## src/rtl/thermal_defines.svh

```systemverilog
// offsets, field positions, reset values and fixed constants for the thermal block
`ifndef THERMAL_DEFINES_SVH
`define THERMAL_DEFINES_SVH
`define ADDR_THERMAL_CONTROL  8'h00
`define ADDR_CAPABILITY       8'h04
`define ADDR_TRIP_STATUS      8'h08
`define ADDR_TEMP_REPORT      8'h0c
`define ADDR_SENSOR_IF        8'h10
`define ADDR_INT_STATUS       8'h14
`define ADDR_INT_MASK         8'h18
`define CTL_EN_BIT            0
`define CTL_ACT_BIT           4
`define CTL_HOT_BIT           5
`define CTL_PSTATE_LSB        28
`define CTL_LIMIT_LSB         16
`define CTL_HYST_LSB          24
`define CAP_THROTTLE_BIT      10
`define TRIP_SUPPORT_BIT      5
`define TRIP_STATE_BIT        0
`define TEMP_LSB              21
`define SIF_STD_BIT           0
`define SIF_FAST_BIT          1
`define RST_LIMIT             11'h000
`define RST_HYST              4'h0
`define RST_PSTATE            3'h0
`define RST_SIF               2'h1
`define RST_IRQ_MASK          4'h0
`define DAMAGE_TEMP           11'h7f8
`define LOW_VID               8'h7f
`define IRQ_ENTER_BIT         0
`define IRQ_EXIT_BIT          1
`define IRQ_TRIP_BIT          2
`define IRQ_HOT_BIT           3
`endif

```

## src/rtl/thermal_pkg.sv

```systemverilog
// types for the thermal throttle and trip block
package thermal_pkg;
  typedef logic [10:0] temp_t; // 8.3 unsigned fixed point
  typedef enum logic [1:0] {
    ST_NORMAL,
    ST_THROTTLE,
    ST_TRIP
  } therm_state_t;
  typedef struct packed {
    logic        we;
    logic        re;
    logic [7:0]  addr;
    logic [31:0] wdata;
  } bus_req_t;
  typedef struct packed {
    therm_state_t state;
    logic         en;
    logic [2:0]   pstate_lim;
    temp_t        limit;
    logic [3:0]   hyst;
    logic         armed;
    logic         internal;
    logic [1:0]   sif_mode;
    logic [3:0]   irq_sts;
    logic [3:0]   irq_msk;
    logic [31:0]  rdata;
    logic         hot_s1;
    logic         hot_s2;
    logic         pg_s1;
    logic         pg_s2;
    logic         irq;
    logic         hot_oe_n;
    logic         oe_d1;
    logic         oe_d2;
    logic         trip_n;
    logic         gate;
    logic [7:0]   voltage_identification_code;
    logic         limit_act;
    temp_t        temp;
  } therm_st_t;
endpackage

```

## src/rtl/thermal_throttle_and_trip.sv

```systemverilog
// hardware thermal throttle, hot pin handling and thermal trip latch
// register map, byte offsets on the plain register port
//   0x00 control: b0 enable, b4 active, b5 hot pin seen, [22:16] limit, [27:24] hysteresis, [30:28] perf cap
//   0x04 capability: b10 throttle capable
//   0x08 trip: b0 trip latched, b5 trip supported
//   0x0c temperature report: [31:21] control temperature
//   0x10 sensor interface speed: b0 standard, b1 fast; writing zero falls back to standard
//   0x14 event status, write one to clear: b0 enter, b1 exit, b2 trip, b3 external hot
//   0x18 event mask, same layout as status
//
// temperature scale, 8.3 unsigned: limit field sits at bits 10:4, hysteresis counts whole units
// a value below the limit reads as distance under maximum, at or above it as excess
// own drive of the hot pin is masked for two extra cycles so the synchroniser echo
// of a release is not mistaken for an external assertion
//
// timing, in clock edges after the input changes:
//   temperature: one edge into the sample register, one into the state, outputs with it
//   hot pin and power good: two synchroniser edges, then the state edge
//   read data: stands only in the cycle after the read strobe
//   event status: a new event in the same cycle as its clear keeps the bit set
//   trip: entered at 255.0 in the 8.3 scale, left only by the cold reset
//   throttle with enable cleared: held while the pin is asserted from outside
//   perf cap: the limit field reaches the cores at all times, whether or not throttling is active
//   interrupt: level, high while any unmasked status bit is set
//   sensor copy: the sampled temperature, one edge behind the input
// limitations and usage:
//   while the block pulls the hot pin itself it cannot see an outside assertion
//   the high speed sideband mode has no encoding and cannot be chosen
//   only the enable bit of the control word may change while throttling
//   power good: throttling cannot start until it has passed both flops
//   c-states are checked in the same cycle; they block entry and never force exit
//   capability and trip support are fixed by parameters and read back as such
//   the damage threshold and low voltage code are fixed constants of the build
//   a zero hysteresis lets the block leave as soon as it drops under the limit
//   the limit field counts in steps of two whole degrees
//   irq mask resets to zero, so no event interrupts until software opens it
//   the sideband speed register resets to standard mode
`timescale 1ns/1ns
`include "thermal_defines.svh"
// THROTTLE_CAPABLE reports whether the throttle logic may be used at all
// TRIP_SUPPORTED enables the trip latch and is reported in the trip register
module thermal_throttle_and_trip #(
  parameter logic THROTTLE_CAPABLE = 1'b1,
  parameter logic TRIP_SUPPORTED   = 1'b1
) (
  input  wire logic        CLK,          // 10 MHz clock
  input  wire logic        RESET_N,      // async cold reset, active low
  input  wire logic        POWER_GOOD,   // power good pin
  input  wire logic [10:0] TEMP_IN,      // control temperature from calc circuit
  input  wire logic        PKG_C1,       // package in C1
  input  wire logic        PKG_C6,       // package in C6
  input  wire logic        HOT_IND_N_I,  // hot indication pin level
  output logic             HOT_IND_N_O,  // hot pin output value, always low
  output logic             HOT_IND_N_OE_N, // low while pulling the pin low
  output logic             THROTTLE_ACT, // throttle active
  output logic [2:0]       PSTATE_LIMIT, // perf-state cap for all cores
  output logic             TRIP_N,       // trip output, active low
  output logic             CLK_GATE,     // gate off nearly all clocks
  output logic [7:0]       VID_CODE,     // voltage identification code
  output logic [10:0]      SENSOR_TEMP,  // temperature to sideband interface
  output logic [1:0]       SENSOR_MODE,  // bit0 100 kHz, bit1 400 kHz allowed
  input  wire logic [7:0]  ADDR,         // register address
  input  wire logic [31:0] WDATA,        // write data
  input  wire logic        WR,           // write strobe
  input  wire logic        RD,           // read strobe
  output logic [31:0]      RDATA,        // read data, cycle after strobe
  output logic             IRQ           // level interrupt
);
  // state copy and its next value
  thermal_pkg::therm_st_t    st_reg;
  thermal_pkg::therm_st_t    st_next;
  // decoded bus request
  thermal_pkg::bus_req_t     req;
  thermal_pkg::temp_t        temp_s;
  // condition terms of the throttle machine
  logic                      hot_ext;
  logic                      allow;
  logic                      at_limit;
  logic                      below_hyst;
  logic                      cause_int;
  logic [3:0]                ev;
  logic [11:0]               low_mark;

  // word select decode shared by read and write
  function automatic logic hit(input logic [7:0] a, input logic [7:0] off);
    hit = (a == off);
  endfunction

  assign req = '{we: WR, re: RD, addr: ADDR, wdata: WDATA};

  // next state of everything
  always_comb begin
    st_next = st_reg;
    temp_s = TEMP_IN;
    st_next.temp = temp_s; // sampled each cycle, same-domain source
    // pin and power good pass two flops; own drive is delayed alongside the pin
    st_next.hot_s1 = HOT_IND_N_I;
    st_next.hot_s2 = st_reg.hot_s1;
    st_next.pg_s1 = POWER_GOOD;
    st_next.pg_s2 = st_reg.pg_s1;
    st_next.oe_d1 = st_reg.hot_oe_n;
    st_next.oe_d2 = st_reg.oe_d1;

    // pin seen low from outside only when we are not the one pulling it,
    // nor were in the two cycles the synchroniser needs to see our release
    hot_ext = !st_reg.hot_s2 && st_reg.hot_oe_n && st_reg.oe_d1 && st_reg.oe_d2;

    // limit and hysteresis compares, all in 8.3
    at_limit = (st_reg.temp >= st_reg.limit);
    low_mark = {1'b0, st_reg.limit} - {5'h00, st_reg.hyst, 3'h0};
    below_hyst = low_mark[11] || ({1'b0, st_reg.temp} < low_mark);

    // entry is only allowed with every enabling condition true
    allow = THROTTLE_CAPABLE && st_reg.en && st_reg.pg_s2 && st_reg.trip_n
            && !PKG_C1 && !PKG_C6;

    // event pulses default to none
    cause_int = 1'b0;
    ev = 4'h0;
    // hysteresis arm flag
    if (at_limit) begin
      st_next.armed = 1'b1;
    end else if (below_hyst) begin
      st_next.armed = 1'b0;
    end

    // throttle state machine
    //   normal:   waits for the enabling conditions plus a hot cause
    //   throttle: perf cap applied; leaves on hysteresis, pin release or enable clear
    //   trip:     sticky until cold reset; nothing written or cooled releases it
    case (st_reg.state)
      thermal_pkg::ST_NORMAL: begin
        if (allow && (at_limit || hot_ext)) begin
          st_next.state = thermal_pkg::ST_THROTTLE;
          st_next.internal = at_limit;
          ev[`IRQ_ENTER_BIT] = 1'b1;
        end
      end
      thermal_pkg::ST_THROTTLE: begin
        if (!st_reg.en && !hot_ext) begin
          st_next.state = thermal_pkg::ST_NORMAL;
        end else if (!st_reg.en) begin
          st_next.state = thermal_pkg::ST_THROTTLE;
        end else if (!at_limit && !st_next.armed && !hot_ext) begin
          st_next.state = thermal_pkg::ST_NORMAL;
        end
        if (at_limit) begin
          st_next.internal = 1'b1;
        end
        if (st_next.state == thermal_pkg::ST_NORMAL) begin
          st_next.internal = 1'b0;
          ev[`IRQ_EXIT_BIT] = 1'b1;
        end
      end
      thermal_pkg::ST_TRIP: begin
        st_next.state = thermal_pkg::ST_TRIP;
      end
      default: st_next.state = thermal_pkg::ST_NORMAL;
    endcase
    // trip overrides everything, only reset leaves it
    if (TRIP_SUPPORTED && st_reg.temp >= `DAMAGE_TEMP && st_reg.state != thermal_pkg::ST_TRIP) begin
      st_next.state = thermal_pkg::ST_TRIP;
      st_next.internal = 1'b0;
      ev[`IRQ_TRIP_BIT] = 1'b1;
    end
    if (hot_ext && st_reg.hot_oe_n && st_reg.state == thermal_pkg::ST_NORMAL) begin
      ev[`IRQ_HOT_BIT] = 1'b1;
    end

    // own pin drive only for an internally caused throttle
    cause_int = (st_next.state == thermal_pkg::ST_THROTTLE) && st_next.internal;
    // register writes
    if (req.we) begin
      if (hit(req.addr, `ADDR_THERMAL_CONTROL)) begin
        st_next.en = req.wdata[`CTL_EN_BIT];
        // other fields frozen while throttling
        if (st_reg.state != thermal_pkg::ST_THROTTLE) begin
          st_next.limit = {req.wdata[`CTL_LIMIT_LSB +: 7], 4'h0};
          st_next.hyst = req.wdata[`CTL_HYST_LSB +: 4];
          st_next.pstate_lim = req.wdata[`CTL_PSTATE_LSB +: 3];
        end
      end else if (hit(req.addr, `ADDR_SENSOR_IF)) begin
        // high speed mode has no bit and cannot be selected
        st_next.sif_mode = req.wdata[1:0];
        if (req.wdata[1:0] == 2'h0) begin
          st_next.sif_mode = `RST_SIF;
        end
      end else if (hit(req.addr, `ADDR_INT_STATUS)) begin
        st_next.irq_sts = st_reg.irq_sts & ~req.wdata[3:0];
      end else if (hit(req.addr, `ADDR_INT_MASK)) begin
        st_next.irq_msk = req.wdata[3:0];
      end
    end
    st_next.irq_sts = st_next.irq_sts | ev; // set beats clear
    // register reads
    st_next.rdata = 32'h0000_0000;
    if (req.re) begin
      if (hit(req.addr, `ADDR_THERMAL_CONTROL)) begin
        st_next.rdata[`CTL_EN_BIT] = st_reg.en;
        st_next.rdata[`CTL_ACT_BIT] = (st_reg.state == thermal_pkg::ST_THROTTLE);
        st_next.rdata[`CTL_HOT_BIT] = !st_reg.hot_s2;
        st_next.rdata[`CTL_LIMIT_LSB +: 7] = st_reg.limit[10:4];
        st_next.rdata[`CTL_HYST_LSB +: 4] = st_reg.hyst;
        st_next.rdata[`CTL_PSTATE_LSB +: 3] = st_reg.pstate_lim;
      end else if (hit(req.addr, `ADDR_CAPABILITY)) begin
        st_next.rdata[`CAP_THROTTLE_BIT] = THROTTLE_CAPABLE;
      end else if (hit(req.addr, `ADDR_TRIP_STATUS)) begin
        st_next.rdata[`TRIP_SUPPORT_BIT] = TRIP_SUPPORTED;
        st_next.rdata[`TRIP_STATE_BIT] = (st_reg.state == thermal_pkg::ST_TRIP);
      end else if (hit(req.addr, `ADDR_TEMP_REPORT)) begin
        st_next.rdata[`TEMP_LSB +: 11] = st_reg.temp;
      end else if (hit(req.addr, `ADDR_SENSOR_IF)) begin
        st_next.rdata[1:0] = st_reg.sif_mode;
      end else if (hit(req.addr, `ADDR_INT_STATUS)) begin
        st_next.rdata[3:0] = st_reg.irq_sts;
      end else if (hit(req.addr, `ADDR_INT_MASK)) begin
        st_next.rdata[3:0] = st_reg.irq_msk;
      end
    end
    // registered outputs
    st_next.irq = |(st_next.irq_sts & st_next.irq_msk);
    st_next.hot_oe_n = !cause_int;
    st_next.limit_act = (st_next.state == thermal_pkg::ST_THROTTLE);
    st_next.trip_n = (st_next.state != thermal_pkg::ST_TRIP);
    st_next.gate = (st_next.state == thermal_pkg::ST_TRIP);
    st_next.voltage_identification_code = (st_next.state == thermal_pkg::ST_TRIP) ? `LOW_VID : 8'h00;
  end

  // state register, constants only under reset
  // pin synchronisers and own-drive delays reset to the released level
  always_ff @(posedge CLK or negedge RESET_N) begin
    if (!RESET_N) begin
      st_reg <= '{
        state:      thermal_pkg::ST_NORMAL,
        en:         1'b0,
        pstate_lim: `RST_PSTATE,
        limit:      `RST_LIMIT,
        hyst:       `RST_HYST,
        armed:      1'b0,
        internal:   1'b0,
        sif_mode:   `RST_SIF,
        irq_sts:    4'h0,
        irq_msk:    `RST_IRQ_MASK,
        rdata:      32'h0000_0000,
        hot_s1:     1'b1,
        hot_s2:     1'b1,
        pg_s1:      1'b0,
        pg_s2:      1'b0,
        irq:        1'b0,
        hot_oe_n:   1'b1,
        oe_d1:      1'b1,
        oe_d2:      1'b1,
        trip_n:     1'b1,
        gate:       1'b0,
        voltage_identification_code:        8'h00,
        limit_act:  1'b0,
        temp:       11'h000
      };
    end else begin
      st_reg <= st_next;
    end
  end

  // outputs straight from flops; temperature scale interpretation is downstream
  // hot pin: value fixed low, the enable alone pulls the wire
  assign HOT_IND_N_O = 1'b0;
  assign HOT_IND_N_OE_N = st_reg.hot_oe_n;

  // throttle and trip status
  assign THROTTLE_ACT = st_reg.limit_act;
  assign PSTATE_LIMIT = st_reg.pstate_lim;
  assign TRIP_N = st_reg.trip_n;
  assign CLK_GATE = st_reg.gate;
  assign VID_CODE = st_reg.voltage_identification_code;

  // sideband copy and register port
  assign SENSOR_TEMP = st_reg.temp;
  assign SENSOR_MODE = st_reg.sif_mode;
  assign RDATA = st_reg.rdata;
  assign IRQ = st_reg.irq;
endmodule

```

## config.mk

```make
export PLATFORM = sky130hd
export DESIGN_NAME = thermal_throttle_and_trip
export DESIGN_NICKNAME = d
export VERILOG_FILES = /design/src/rtl/thermal_pkg.sv /design/src/rtl/thermal_throttle_and_trip.sv
export VERILOG_INCLUDE_DIRS = /design/src /design/src/rtl
export SDC_FILE = /design/constraint.sdc
export NUM_CORES = 1
export LEC_CHECK = 0
export BUFFER_PORTS_ARGS = -buffer_cell sky130_fd_sc_hd__buf_2
export CAP_MARGIN = 0
export CORE_MARGIN = 1.5
export CORE_UTILIZATION = 55
export DETAILED_ROUTE_END_ITERATION = 16
export GPL_TIMING_DRIVEN = 0
export PLACE_DENSITY = 0.86
export SLEW_MARGIN = 5
export SYNTH_ARGS = -nofsm -noshare
export SYNTH_HDL_FRONTEND = slang
export SYNTH_SLANG_ARGS = --single-unit
```

## constraint.sdc

```tcl
create_clock -name CLK -period 5.7 [get_ports CLK]
set_input_delay 0.285 -clock CLK [delete_from_list [all_inputs] [get_ports CLK]]
set_output_delay 0.285 -clock CLK [all_outputs]
set_load 0.05 [all_outputs]
```

==> summary.md <==
| Metric | Value |
|---|---|
| Worst Setup SP | `st_reg[75]$_DFFE_PN0P_` |
| CTS Hold Bufs | `0` |
| ANT cells | `0` |
| Num rows | `29` |
| First-pass GRT wire length | `12,600 um` |
| Io pins | `121` |
| Critical Path Max Stage Delay | `430 ps` |
| Die width | `85.6 um` |
| Placed cells | `520` |
| Post-synth EDFFs | `0` |
| Drt first pass iters | `10` |
| Met2 usage | `36.6%` |
| Mapped Cells | `339` |
| LEAKAGE | `2.41 nW` |
| Max-Cap Viols | `0` |
| Kind of start point of the critical path | `flop` |
| Measured slew at the worst slew-check pin | `874 ps` |
| Worst-path clk slew | `70 ps` |
| Max FFs per register | `27` |
| Vias in the first global route | `2,690` |
| CTS buffer count | `9` |
| CORE AREA | `0.00646 mm^2` |
| Clock Skew | `6.57 ps` |
| Post-synthesis instance area | `0.00375 mm^2` |
| Cell Count, Final, Fillers Out | `536` |
| Worst Path Max Fanout | `6` |
| Placed inst area | `0.00436 mm^2` |
| Crit path to | `THROTTLE_ACT$_DFF_PN0_` |
| Met3 layer usage reported by global route | `5.20%` |
| Failing checks | `DRC` |
| GRT met1 Usage | `29.2%` |
| Number of synthesized register bits | `74` |
| Crit share post-route | `54.5%` |
| Post-synth top area share | `44.7%` |
| H-tree depth | `3` |
| Starting DRT DRC Count | `174` |
| Setup tns final | `0 ps` |
| Hold Fails Final Rpt | `0` |
| Share of post-route cells with drive strength above 1 | `42.7%` |
| Synth warn | `0` |
| Ys async rst share | `100%` |
| Cells on worst reg2reg path | `15` |
| R2r startpoint | `st_reg[75]$_DFFE_PN0P_` |
| Worst IR Drop VDD | `0.265 mV` |
| Routed Antenna Nets | `0` |
| Final non-filler cell area | `0.00458 mm^2` |
| Distinct cells, synth | `58` |
| Fillers | `470` |
| Cell taking the most area after synthesis | `dfrtp_1` |
| Fin Hold WS | `34.5 ps` |
| CTS max path bufs | `2` |
| Worst reg2reg endpoint | `THROTTLE_ACT$_DFF_PN0_` |
| Crit path DAT | `3340 ps` |
| Starting Density | `58.1%` |
| Max-slew violation count | `0` |
| Req. time, crit path | `5930 ps` |
| CTS root buf | `clkbuf_8` |
| Final HPWL DP | `5870 um` |
| Wire length per cell | `14.7 um` |
| CTS tree | `yes` |
| Final core occ | `70.8%` |
| Postcts setup bufs | `0` |
| Avg Cell Area, Syn | `11.1 um^2` |
| Area of the die | `0.00733 mm^2` |
| Layout area overhead | `21.9%` |
| Critical path class | `reg2reg` |
| RSZ-0062 raised after global routing | `false` |
| FF-to-FF setup slack | `2590 ps` |
| Outcome | `finished, violations left` |
| Via/cell ratio | `5.32` |
| Drt drc | `6` |
| Worst Setup End Kind | `flop` |
| Final nets | `531` |
| Post-Route WL | `7870 um` |
| Port Buf Inserts | `94` |
| Post-synthesis sequential area ratio | `49.6%` |
| Fmax | `0.322 GHz` |
| GRT busiest layer | `met2` |
| Routability cong. | `0.894` |
| Worst-path cell chain | `inv_1 -> ha_1 -> nor2b_1 -> o21ai_0 -> nand2b_1 -> nand2_1 -> nand2_1 -> xnor2_1 -> ha_1 -> a211oi_1 -> o21ai_0 -> a41o_1 -> a21oi_2 -> nor3_1 -> o22a_1` |
| Largest net degree at the start of global routing | `75` |
| Min cycle time layout | `3110 ps` |
| Pwr per Cell Area | `295 mW/mm^2` |
| Gr usage total | `22.7%` |
| Num Clock Sinks | `74` |
| Final setup fails | `0` |
| Max-slew headroom | `41.7%` |
| Post-CTS resize count | `0` |
| Synth area leaders | `dfrtp_1 45%, buf_4 11%, ha_1 5.7%` |
| Number of vias in the routed layout | `2,854` |
| Initial antenna violation count | `0` |
| Clock Latency Late Sink | `350 ps` |
| Synth Flop Type | `dfrtp_1` |
| Hold Crit Class | `in2reg` |
| Worst path slowest cell | `dfrtp_1` |
| Grt ovf | `0` |
| Die height | `85.6 um` |
[power by group]
part / switching [mW] / internal, mW / leakage [nW]
sequential: 0.0336 / 0.573 / 0.941
clock: 0.182 / 0.251 / 0.110
combinational: 0.198 / 0.112 / 1.36
[cells in the mapped netlist (2+ instances only)]
master and count:
nor4_1 7, a21o_1 2, a21oi_1 7, nor2_2 2, mux2_1 10, o21ai_1 3
clkbuf_1 3, xnor2_1 4, inv_1 19, nand2_1 18, buf_2 2, ha_1 17
a31oi_1 2, dfrtp_1 67, buf_4 57, nand3_1 2, mux2_2 8, nand4_1 5
a22o_1 10, nor2_1 16, nor2b_1 8, o21ai_0 14, nor3_2 2, nor3_1 6
a22oi_1 3, and2_1 2, mux2i_1 3, nand2b_1 2, dfstp_2 7, nand4b_1 2
o22a_1 2
[worst min path at each step]
| stage | cells past startpoint | from | slack, ps | endpoint |
|---|---|---|---|---|
| floorplan | 0 | RESET_N | -10 | IRQ$_DFF_PN0_ |
| global placement | 0 | st_next[26]$_DFF_PN0_ | 330 | st_reg[26]$_DFF_PN0_ |
| detailed placement | 0 | st_next[26]$_DFF_PN0_ | 340 | st_reg[26]$_DFF_PN0_ |
| CTS | 1 | TEMP_IN[10] | 20 | SENSOR_TEMP[10]$_DFF_PN0_ |
| global route | 1 | HOT_IND_N_I | 20 | st_next[28]$_DFF_PN1_ |
| finish | 1 | HOT_IND_N_I | 30 | st_next[28]$_DFF_PN1_ |
[placed cells by master, fill, tap and decap left out, drive strengths merged, types with 4 or more instances in the layout]
cell type	Yosys	layout
buf	59	153
conb	1	11
a21oi	8	8
dfstp	7	7
nand2	19	19
ha	17	17
dfrtp	67	67
o21ai	18	18
nor2	18	18
inv	20	20
mux2	18	18
clkbuf	3	18
nor2b	8	8
xnor2	4	4
a22o	10	10
nand4	5	5
nor3	8	8
nor4	7	7
[stage by stage]
step                power (mW)  worst slack, ps
finish                    1.35             2590
global placement         0.905             2800
floorplan                0.835             3040
global route              1.41             2330
detailed placement       0.920             2690
CTS                       1.35             2600
[cell families after synthesis]
kind of cell	count (synthesis)	synth area share, %
AO/OA/AOI/OAI	57	10.9
XOR/XNOR	5	1.17
adder cells (fa/ha/maj)	18	6.20
buffers and inverters	82	14.0
flip-flops	74	49.6
multiplexers	21	6.20
other	1	0.0999
AND/OR/NAND/NOR	81	11.9
[critical path: cells and delay by family (launching register included)]
| kind | cells | cell delay (ps) |
|---|---|---|
| compound gates | 6 | 1200 |
| xor+xnor | 1 | 150 |
| fa+ha+maj | 2 | 610 |
| buf+inv | 1 | 60 |
| flops | 1 | 430 |
| simple gates | 5 | 530 |
[routing by layer]
layer / routed length [um] / up-vias
met4: 153 / 0
met3: 461 / 16
met1: 3340 / 1385
met5: 0 / -
li1: - / 1346
met2: 3920 / 107
[layout make-up]
cell class / count / area (um^2) / share of cell area, %
flip-flops and latches: 74 / 1860 / 40.7
multi-input cells: 193 / 1410 / 30.7
repair buffers: 94 / 473 / 10.3
plain buffers: 62 / 449 / 9.82
clock buffers: 15 / 186 / 4.07
well taps: 77 / 96.3 / 2.11
inverters: 20 / 75.1 / 1.64
clock inverters: 1 / 30.0 / 0.656
No activity file was read; power rests on OpenSTA's default activity.
